--- src/lpmc_pkg.sv ---
// Package for the low-power mode controller: register map,
// field layouts, reset values, state codes and wake timing.
// Assumes a 200 MHz aclk; imported whole by the controller.
package lpmc_pkg;
   // ----------------------------------------
   // Clock and wake timing
   // ----------------------------------------
   localparam int CLK_NS = 5;
   localparam int STOP_WAKE_NS = 3500;
   localparam int STOP_WAKE_CYC = STOP_WAKE_NS / CLK_NS;
   localparam int STBY_WAKE_US = 60;
   localparam int STBY_WAKE_CYC = STBY_WAKE_US * 1000 / CLK_NS;
   localparam logic [15:0] STOP_WAKE_LAST = 16'(STOP_WAKE_CYC - 1);

   // ----------------------------------------
   // Frequency ceilings in kHz
   // ----------------------------------------
   localparam logic [15:0] R1_MAX_KHZ = 16'h7D00;
   localparam logic [15:0] R2_MAX_KHZ = 16'h3E80;
   localparam logic [15:0] R3_MAX_KHZ = 16'h1068;
   localparam logic [15:0] LPRUN_MAX_KHZ = 16'h0083;

   // ----------------------------------------
   // Register offsets and fields
   // ----------------------------------------
   localparam logic [11:0] OFS_CTRL = 12'h000;
   localparam logic [11:0] OFS_STATUS = 12'h004;
   localparam logic [11:0] OFS_ISTAT = 12'h008;
   localparam logic [11:0] OFS_IMASK = 12'h00C;
   localparam logic [11:0] OFS_RCAUSE = 12'h010;
   localparam int IRQ_SLEEP = 0;
   localparam int IRQ_STOP = 1;
   localparam int IRQ_STBY = 2;
   localparam int RC_PIN = 0;
   localparam int RC_INDEPENDENT_WATCHDOG = 1;
   localparam int RC_WKPIN = 2;
   localparam int RC_RTC = 3;
   localparam logic [1:0] RESP_OKAY = 2'h0;
   localparam logic [1:0] RESP_SLVERR = 2'h2;

   typedef enum logic [2:0] {
      LPM_SLEEP = 3'h0, LPM_LPSLEEP = 3'h1, LPM_STOP = 3'h2, LPM_STBY = 3'h3
   } lpmc_lpm_e;

   typedef enum logic [3:0] {
      ST_RUN = 4'h0, ST_SLEEP = 4'h1, ST_LPRUN = 4'h2, ST_LPSLEEP = 4'h3,
      ST_STOP = 4'h4, ST_STOP_WAKE = 4'h5, ST_STBY = 4'h6, ST_STBY_WAKE = 4'h7
   } lpmc_state_e;

   // Control register, bit 0 upward: vrange, mode, rtc_on, lprun
   typedef struct packed {
      logic lprun;
      logic rtc_on;
      lpmc_lpm_e mode;
      logic [1:0] vrange;
   } lpmc_ctrl_s;
   localparam lpmc_ctrl_s CTRL_RST = 7'h22;

   // Clock, oscillator and regulator controls
   typedef struct packed {
      logic cpu_clk_en;
      logic core_clk_en;
      logic pll_en;
      logic ext_clk_en;
      logic msi_en;
      logic msi_low;
      logic hsi_en;
      logic lse_en;
      logic lsi_en;
      logic reg_lp;
      logic core_pwr_off;
      logic core_rst_n;
   } lpmc_pwr_s;
   localparam lpmc_pwr_s PWR_RUN = 12'hFB9;

   // Wake sources arriving from outside the clock domain
   typedef struct packed {
      logic [7:0] gpio;
      logic [4:0] rtc;
      logic [3:0] serial;
      logic [2:0] wake_pin;
      logic hsi_req;
      logic rst_pin_n;
      logic independent_watchdog_rst;
   } lpmc_wake_s;
endpackage
--- src/lpmc_ctrl.sv ---
// Low-power mode controller: mode state machine, clock and
// regulator controls, wake logic and AXI4-Lite registers.
// Assumes one 200 MHz clock; wake sources are asynchronous pins.
`timescale 1ns/1ps
module lpmc_ctrl
   import lpmc_pkg::*;
#(
   parameter int STBY_CYC = STBY_WAKE_CYC
) (
   input wire logic aclk, // Clock
   input wire logic aresetn, // Sync reset, active low
   input wire logic [11:0] s_axi_awaddr, // Write address
   input wire logic s_axi_awvalid, // Write address valid
   output logic s_axi_awready, // Write address ready
   input wire logic [31:0] s_axi_wdata, // Write data
   input wire logic [3:0] s_axi_wstrb, // Write strobes
   input wire logic s_axi_wvalid, // Write data valid
   output logic s_axi_wready, // Write data ready
   output logic [1:0] s_axi_bresp, // Write response
   output logic s_axi_bvalid, // Write response valid
   input wire logic s_axi_bready, // Write response ready
   input wire logic [11:0] s_axi_araddr, // Read address
   input wire logic s_axi_arvalid, // Read address valid
   output logic s_axi_arready, // Read address ready
   output logic [31:0] s_axi_rdata, // Read data
   output logic [1:0] s_axi_rresp, // Read response
   output logic s_axi_rvalid, // Read data valid
   input wire logic s_axi_rready, // Read data ready
   input wire logic sleep_req, // Core wait-for-interrupt pulse
   input wire logic periph_irq, // Peripheral interrupt or event
   input wire lpmc_wake_s wake_in, // Asynchronous wake sources
   output lpmc_pwr_s pwr, // Clock and regulator controls
   output logic [1:0] vrange, // Active voltage range
   output logic [15:0] cpu_fmax_khz, // CPU clock ceiling
   output logic irq // Level interrupt
);

   // ----------------------------------------
   // State record
   // ----------------------------------------
   typedef struct packed {
      lpmc_wake_s sync1;
      lpmc_wake_s sync2;
      logic [2:0] wkp_d;
      lpmc_state_e st;
      logic [15:0] cnt;
      lpmc_ctrl_s ctrl;
      logic [2:0] imask;
      logic [2:0] istat;
      logic [3:0] rcause;
      lpmc_pwr_s pwr;
      logic [15:0] fmax;
      logic aw_v;
      logic [11:0] aw_a;
      logic w_v;
      logic [31:0] w_d;
      logic [3:0] w_s;
      logic bvalid;
      logic [1:0] bresp;
      logic rvalid;
      logic [31:0] rdata;
      logic [1:0] rresp;
   } lpmc_q_s;

   lpmc_q_s q_r;
   lpmc_q_s q_nxt;

   // ----------------------------------------
   // Helpers
   // ----------------------------------------
   // Low-power mode chosen at a wait-for-interrupt
   function automatic lpmc_state_e lpmc_entry(input lpmc_lpm_e m);
      lpmc_state_e s;
      case (m)
         LPM_SLEEP: s = ST_SLEEP;
         LPM_LPSLEEP: s = ST_LPSLEEP;
         LPM_STOP: s = ST_STOP;
         LPM_STBY: s = ST_STBY;
         default: s = ST_SLEEP;
      endcase
      return s;
   endfunction

   // Clock ceiling for a voltage range; code 0 is taken as the lowest
   function automatic logic [15:0] lpmc_fmax(input logic [1:0] vr);
      logic [15:0] f;
      case (vr)
         2'h1: f = R1_MAX_KHZ;
         2'h2: f = R2_MAX_KHZ;
         default: f = R3_MAX_KHZ;
      endcase
      return f;
   endfunction

   // Clock and regulator settings for each state
   function automatic lpmc_pwr_s lpmc_pwr(input lpmc_state_e s, input logic rtc,
                                          input logic hsi_req);
      lpmc_pwr_s p;
      p = PWR_RUN;
      case (s)
         ST_RUN: p = PWR_RUN;
         ST_SLEEP: p.cpu_clk_en = 1'b0;
         ST_LPRUN, ST_LPSLEEP: begin
            p.cpu_clk_en = (s == ST_LPRUN);
            p.pll_en = 1'b0;
            p.hsi_en = 1'b0;
            p.msi_low = 1'b1;
            p.reg_lp = 1'b1;
         end
         ST_STOP, ST_STBY: begin
            p = '0;
            p.lse_en = rtc;
            p.lsi_en = rtc;
            p.reg_lp = 1'b1;
            p.hsi_en = (s == ST_STOP) & hsi_req;
            p.core_pwr_off = (s == ST_STBY);
            p.core_rst_n = (s == ST_STOP);
         end
         ST_STOP_WAKE, ST_STBY_WAKE: begin
            p = '0;
            p.lse_en = rtc;
            p.lsi_en = rtc;
            p.msi_en = 1'b1;
            p.hsi_en = 1'b1;
            p.core_rst_n = (s == ST_STOP_WAKE);
         end
         default: p = PWR_RUN;
      endcase
      return p;
   endfunction

   // ----------------------------------------
   // Next-state logic
   // ----------------------------------------
   logic aw_fire;
   logic w_fire;
   logic wr_do;
   logic ar_fire;
   logic [2:0] wkp_rise;
   logic rtc_any;
   logic stop_wake;
   logic [3:0] stby_cause;
   logic [2:0] ev_set;
   logic [31:0] rd_word;
   logic rd_ok;

   always_comb begin
      q_nxt = q_r;
      ev_set = 3'h0;
      rd_word = 32'h00000000;
      rd_ok = 1'b1;

      // Two-stage synchronisers; the third stage spots wake pin edges
      q_nxt.sync1 = wake_in;
      q_nxt.sync2 = q_r.sync1;
      q_nxt.wkp_d = q_r.sync2.wake_pin;
      wkp_rise = q_r.sync2.wake_pin & ~q_r.wkp_d;

      // Wake source groups
      rtc_any = q_r.ctrl.rtc_on & (|q_r.sync2.rtc);
      stop_wake = (|q_r.sync2.gpio) | (|q_r.sync2.serial) | rtc_any;
      stby_cause = 4'h0;
      stby_cause[RC_PIN] = ~q_r.sync2.rst_pin_n;
      stby_cause[RC_INDEPENDENT_WATCHDOG] = q_r.ctrl.rtc_on & q_r.sync2.independent_watchdog_rst;
      stby_cause[RC_WKPIN] = |wkp_rise;
      stby_cause[RC_RTC] = rtc_any;

      // Write channel: address and data captured in either order
      aw_fire = s_axi_awvalid & ~q_r.aw_v;
      w_fire = s_axi_wvalid & ~q_r.w_v;
      if (aw_fire) begin
         q_nxt.aw_v = 1'b1;
         q_nxt.aw_a = s_axi_awaddr;
      end
      if (w_fire) begin
         q_nxt.w_v = 1'b1;
         q_nxt.w_d = s_axi_wdata;
         q_nxt.w_s = s_axi_wstrb;
      end
      if (q_r.bvalid & s_axi_bready) begin
         q_nxt.bvalid = 1'b0;
      end
      wr_do = q_r.aw_v & q_r.w_v & ~q_r.bvalid;
      if (wr_do) begin
         q_nxt.aw_v = 1'b0;
         q_nxt.w_v = 1'b0;
         q_nxt.bvalid = 1'b1;
         q_nxt.bresp = RESP_OKAY;
         case ({q_r.aw_a[11:2], 2'b00})
            OFS_CTRL: begin
               if (q_r.w_s[0]) begin
                  q_nxt.ctrl = q_r.w_d[6:0];
               end
            end
            OFS_ISTAT: begin
               if (q_r.w_s[0]) begin
                  q_nxt.istat = q_r.istat & ~q_r.w_d[2:0];
               end
            end
            OFS_IMASK: begin
               if (q_r.w_s[0]) begin
                  q_nxt.imask = q_r.w_d[2:0];
               end
            end
            OFS_RCAUSE: begin
               if (q_r.w_s[0]) begin
                  q_nxt.rcause = q_r.rcause & ~q_r.w_d[3:0];
               end
            end
            OFS_STATUS: q_nxt.bresp = RESP_OKAY;
            default: q_nxt.bresp = RESP_SLVERR;
         endcase
      end

      // Read channel: one read answered per handshake
      case ({s_axi_araddr[11:2], 2'b00})
         OFS_CTRL: rd_word = {25'h0, q_r.ctrl};
         OFS_STATUS: rd_word = {26'h0, q_r.ctrl.vrange, q_r.st};
         OFS_ISTAT: rd_word = {29'h0, q_r.istat};
         OFS_IMASK: rd_word = {29'h0, q_r.imask};
         OFS_RCAUSE: rd_word = {28'h0000000, q_r.rcause};
         default: rd_ok = 1'b0;
      endcase
      ar_fire = s_axi_arvalid & ~q_r.rvalid;
      if (q_r.rvalid & s_axi_rready) begin
         q_nxt.rvalid = 1'b0;
      end
      if (ar_fire) begin
         q_nxt.rvalid = 1'b1;
         q_nxt.rdata = rd_word;
         q_nxt.rresp = rd_ok ? RESP_OKAY : RESP_SLVERR;
      end

      // Mode state machine
      q_nxt.cnt = q_r.cnt + 16'h0001;
      case (q_r.st)
         ST_RUN: begin
            if (sleep_req) begin
               q_nxt.st = lpmc_entry(q_nxt.ctrl.mode);
            end else if (q_nxt.ctrl.lprun) begin
               q_nxt.st = ST_LPRUN;
            end
         end
         ST_LPRUN: begin
            if (sleep_req) begin
               q_nxt.st = lpmc_entry(q_nxt.ctrl.mode);
            end else if (!q_nxt.ctrl.lprun) begin
               q_nxt.st = ST_RUN;
            end
         end
         ST_SLEEP, ST_LPSLEEP: begin
            if (periph_irq | (|q_r.sync2.gpio)) begin
               q_nxt.st = ST_RUN;
               q_nxt.ctrl.lprun = 1'b0;
               ev_set[IRQ_SLEEP] = 1'b1;
            end
         end
         ST_STOP: begin
            q_nxt.cnt = 16'h0000;
            if (stop_wake) begin
               q_nxt.st = ST_STOP_WAKE;
            end
         end
         ST_STOP_WAKE: begin
            if (q_r.cnt == STOP_WAKE_LAST) begin
               q_nxt.st = ST_RUN;
               q_nxt.ctrl.lprun = 1'b0;
               ev_set[IRQ_STOP] = 1'b1;
            end
         end
         ST_STBY: begin
            q_nxt.cnt = 16'h0000;
            q_nxt.imask = 3'h0;
            if (stby_cause != 4'h0) begin
               q_nxt.st = ST_STBY_WAKE;
               q_nxt.rcause = q_nxt.rcause | stby_cause;
            end
         end
         ST_STBY_WAKE: begin
            if (q_r.cnt == 16'(STBY_CYC - 1)) begin
               q_nxt.st = ST_RUN;
               q_nxt.ctrl = CTRL_RST;
               q_nxt.imask = 3'h0;
               ev_set[IRQ_STBY] = 1'b1;
            end
         end
         default: q_nxt.st = ST_RUN;
      endcase

      // Sticky events; a set in the clearing cycle wins
      q_nxt.istat = q_nxt.istat | ev_set;

      // Registered outputs follow the next state
      q_nxt.pwr = lpmc_pwr(q_nxt.st, q_nxt.ctrl.rtc_on, q_r.sync2.hsi_req);
      q_nxt.fmax = (q_nxt.st == ST_LPRUN || q_nxt.st == ST_LPSLEEP)
                   ? LPRUN_MAX_KHZ : lpmc_fmax(q_nxt.ctrl.vrange);
   end

   // ----------------------------------------
   // State register
   // ----------------------------------------
   always_ff @(posedge aclk) begin
      if (!aresetn) begin
         q_r <= '0;
         q_r.ctrl <= CTRL_RST;
         q_r.pwr <= PWR_RUN;
         q_r.fmax <= R2_MAX_KHZ;
      end else begin
         q_r <= q_nxt;
      end
   end

   // ----------------------------------------
   // Outputs
   // ----------------------------------------
   assign s_axi_awready = ~q_r.aw_v;
   assign s_axi_wready = ~q_r.w_v;
   assign s_axi_bvalid = q_r.bvalid;
   assign s_axi_bresp = q_r.bresp;
   assign s_axi_arready = ~q_r.rvalid;
   assign s_axi_rvalid = q_r.rvalid;
   assign s_axi_rdata = q_r.rdata;
   assign s_axi_rresp = q_r.rresp;
   assign pwr = q_r.pwr;
   assign vrange = q_r.ctrl.vrange;
   assign cpu_fmax_khz = q_r.fmax;
   // Interrupt is high while any unmasked status bit is set
   assign irq = |(q_r.istat & q_r.imask);
endmodule

--- config.mk ---
export PLATFORM = sky130hd
export DESIGN_NAME = lpmc_ctrl
export DESIGN_NICKNAME = d
export VERILOG_FILES = /design/src/lpmc_pkg.sv /design/src/lpmc_ctrl.sv
export SDC_FILE = /design/constraint.sdc
export NUM_CORES = 1
export LEC_CHECK = 0
export ABC_AREA = 0
export CAP_MARGIN = 20
export CORE_ASPECT_RATIO = 0.5
export CORE_UTILIZATION = 50
export DETAILED_ROUTE_END_ITERATION = 12
export DONT_BUFFER_PORTS = 1
export HOLD_SLACK_MARGIN = 0.12
export PLACE_DENSITY = 0.77
export SLEW_MARGIN = 20
export SYNTH_ARGS = -nofsm -noshare
export SYNTH_HDL_FRONTEND = slang
export SYNTH_SLANG_ARGS = --single-unit
--- constraint.sdc ---
create_clock -name aclk -period 2.2 [get_ports aclk]
set_input_delay 0.11 -clock aclk [delete_from_list [all_inputs] [get_ports aclk]]
set_output_delay 0.11 -clock aclk [all_outputs]
set_load 0.01 [all_outputs]
==> flow_summary.ini <==
[timing]
fin_crit_ns = 2.25
finClkSkew_ns = 0.00978
maxSlewViolCount = 0
rsz0062_at_grt = true
timing.final.ws_setup_ns = -0.0531
fmax_ghz = 0.444
setup_tns_ns = -0.197
slew_headroom = 0.521
tightest_slew_ns = 0.718
fin_crit_sh = 1.02
setup_viol = 6
finalHoldViolCount = 0

[power_and_ir_drop]
seq_power_share = 0.431
switching_share = 0.221
p_int_mw = 4.63
switchingPower_mw = 1.31
ir_worst_vdd_uv = 500
leakage_nw = 2.84
clockPowerShare = 0.505
power.density_nw_per_um2 = 853
pwr-share-comb = 0.063

[place]
postPlaceCellArea_um2 = 5540
dp_slack_ns = -0.0925
placedCellCount = 715
io_buffer_count = 0
gp_congestion = 0.920
dp.final_hpwl_um = 7370

[setup_path]
cpPeakStageDelay_ns = 0.57
rr_startpoint = q_r[145]
reg2reg_depth = 6
worstPathArrival_ns = 2.60
ff2ff_setup_slack_ns = -0.05
crit_path_end_kind = flop
crit_buf_inv = 0
cp-start-kind = flop
worst_ep_required_time_ns = 2.54
cp_slowest_cell = or4b_4
path_cells = or4b_4, nor4_4, o22ai_2, or4_4, or3_4, nor2b_2
critPathTopFamily = simple AND/OR/NAND/NOR gates
criticalPathCategory = reg -> reg
reg2reg_to = pwr[1]
critPathMaxFanout = 2

[floorplan]
ios = 164
die_h_um = 76.0
dieWidth_um = 150
die_area_um2 = 11400
rows = 26
coreArea_um2 = 10400
start_util = 0.525

[outcome]
violations = negative setup slack
outcome = complete, but fails checks

[finish]
layout.nets = 757
fin_cells = 815
fin_util = 0.670
stdcell_area_um2 = 6970
fill_cells = 771
syn2layout_area_growth_pct = 27.4
seqCellArea_um2 = 2690
final_cell_mix = dfxtp_1, dlygate4sd3_1, nor2_1
layout-drive-gt1-share = 0.176
diodes = 0
layout_commonest_cell = dfxtp_1
multiInputGateArea_um2 = 2390

[clocking]
cts.sinks = 134
ctsLongestPathBuffers = 2
path_clk_slew_ns = 0.06
cts_buffers = 17
cts_tree = built
htreeDepth = 4
root_buffer = clkbuf_16
clk_latency_ns = 0.41

[hold_path]
worstHoldStart = s_axi_awvalid
hold_depth = 3
worstHoldEndpoint = q_r[77]
hold_path.class = in -> reg

[grt]
grt_util_all_layers = 0.215
grt_pass1_wl_um = 19100
antenna_found_initial = 0
grt_max_degree = 70
grt.overflow.total = 0
first_global_vias = 4056

[route]
via_per_inst = 5.06
drtPass1Iterations = 8
num_vias = 4125
ant_nets = 0
drcViolationCount = 0
drt-wirelength-per-cell_um = 14.6
drt_wl_total_um = 11900
drt-initial-drc-count = 261

[logic_synthesis]
netlist_instances = 590
avgSynthCellArea_um2 = 9.27
yosysSeqAreaShare = 0.490
synth-async-reset-ratio = 0
ys_types = 55
yosysWarnings = 0
netlist_area_um2 = 5470
synth_flop_cell = dfxtp_1
synth_edf_count = 0
yosys_register_bits = 134

[flow_run]
drv_cap = 0
-- power by group through the flow --
stage	Combinational [mW]	Sequential, mW	Clock, mW
6_report	0.377	2.57	3.00
5_1_grt	0.416	2.57	3.20
4_1_cts	0.365	2.56	3.05
3_5_place_dp	0.254	2.61	0
3_3_place_gp	0.251	2.61	0
2_1_floorplan	0.255	2.60	0
-- state kept, by name (all words and copies together) (netlist names) --
register	cells
s_axi_bresp	1
q_nxt	26
s_axi_bvalid	1
s_axi_rresp	1
s_axi_rdata	7
cpu_fmax_khz	7
pwr	10
s_axi_rvalid	1
q_r	78
vrange	2
-- worst register-to-register path, stage by stage, from the launching register on --
cell	delay [ns]
dfxtp_2	0.32
or4b_4	0.57
nor4_4	0.27
o22ai_2	0.12
or4_4	0.44
or3_4	0.35
nor2b_2	0.12
-- what timing repair did --
item | 4_1_cts | 5_1_grt
setup endpoints to repair | 9 | 16
hold buffers | 63 | 0
buffers inserted | 4 | 1
cloned | 0 | 0
hold endpoints to repair | 103 | 0
gates resized for setup | 8 | 19
pin swaps | 2 | 4
-- cells in the mapped netlist (all sizes together) (5+ instances only) --
| cell | instances | area share |
|---|---|---|
| nand3 | 10 | 0.0091 |
| inv | 13 | 0.0089 |
| xor2 | 9 | 0.014 |
| mux2 | 6 | 0.012 |
| and3 | 8 | 0.0091 |
| nor2b | 9 | 0.011 |
| buf | 67 | 0.091 |
| mux2i | 22 | 0.040 |
| nand2 | 55 | 0.038 |
| and2 | 53 | 0.061 |
| o21ai | 13 | 0.012 |
| a21oi | 27 | 0.025 |
| nor3 | 9 | 0.0082 |
| nor4 | 9 | 0.014 |
| clkbuf | 21 | 0.014 |
| a211oi | 7 | 0.0096 |
| or4 | 5 | 0.0075 |
| dfxtp | 134 | 0.49 |
| nor2 | 57 | 0.039 |
-- cell type report --
type / instances / area share
Sequential cell: 134 / 0.386
Multi-Input combinational cell: 385 / 0.343
Timing Repair Buffer: 111 / 0.148
Clock buffer: 21 / 0.0689
Tap cell: 140 / 0.0251
Clock inverter: 11 / 0.0228
Inverter: 13 / 0.00700
-- through the flow --
stage	hold slack, ns	power, mW
after CTS	0.130	5.98
final	0.153	5.95
after detailed placement	0.181	2.87
after global routing	0.169	6.19
after global placement	0.181	2.86
after floorplan	0.209	2.85
-- per-layer routing --
layer	track usage	wire length (um)	vias up
met5	0	0	-
met4	0.0788	130	0
met3	0.0590	761	11
met2	0.361	5800	173
met1	0.264	5230	1894
li1	-	-	2047
-- worst max path at each step --
| stage | startpoint | endpoint | slack (ns) | cells past startpoint |
|---|---|---|---|---|
| floorplan | q_r[81] | cpu_fmax_khz[6] | 0.02 | 9 |
| global placement | q_r[81] | pwr[1] | -0.09 | 7 |
| detailed placement | q_r[167] | pwr[1] | -0.09 | 6 |
| CTS | q_r[145] | pwr[1] | -0.07 | 6 |
| global route | q_r[145] | pwr[2] | -0.13 | 8 |
| finish | q_r[145] | pwr[1] | -0.05 | 6 |
-- cells by family (layout without fill, tap and decap cells) --
group | after synthesis | after routing | synth area share
AO/OA/AOI/OAI | 65 | 65 | 0.0730
adder cells (fa/ha/maj) | 3 | 3 | 0.00686
XOR/XNOR | 11 | 11 | 0.0176
AND/OR/NAND/NOR | 247 | 247 | 0.244
flip-flops | 134 | 134 | 0.490
multiplexers | 28 | 28 | 0.0526
other | 1 | 31 | 0.000686
buffers and inverters | 101 | 156 | 0.115
Power figures use the tool's default switching activity.
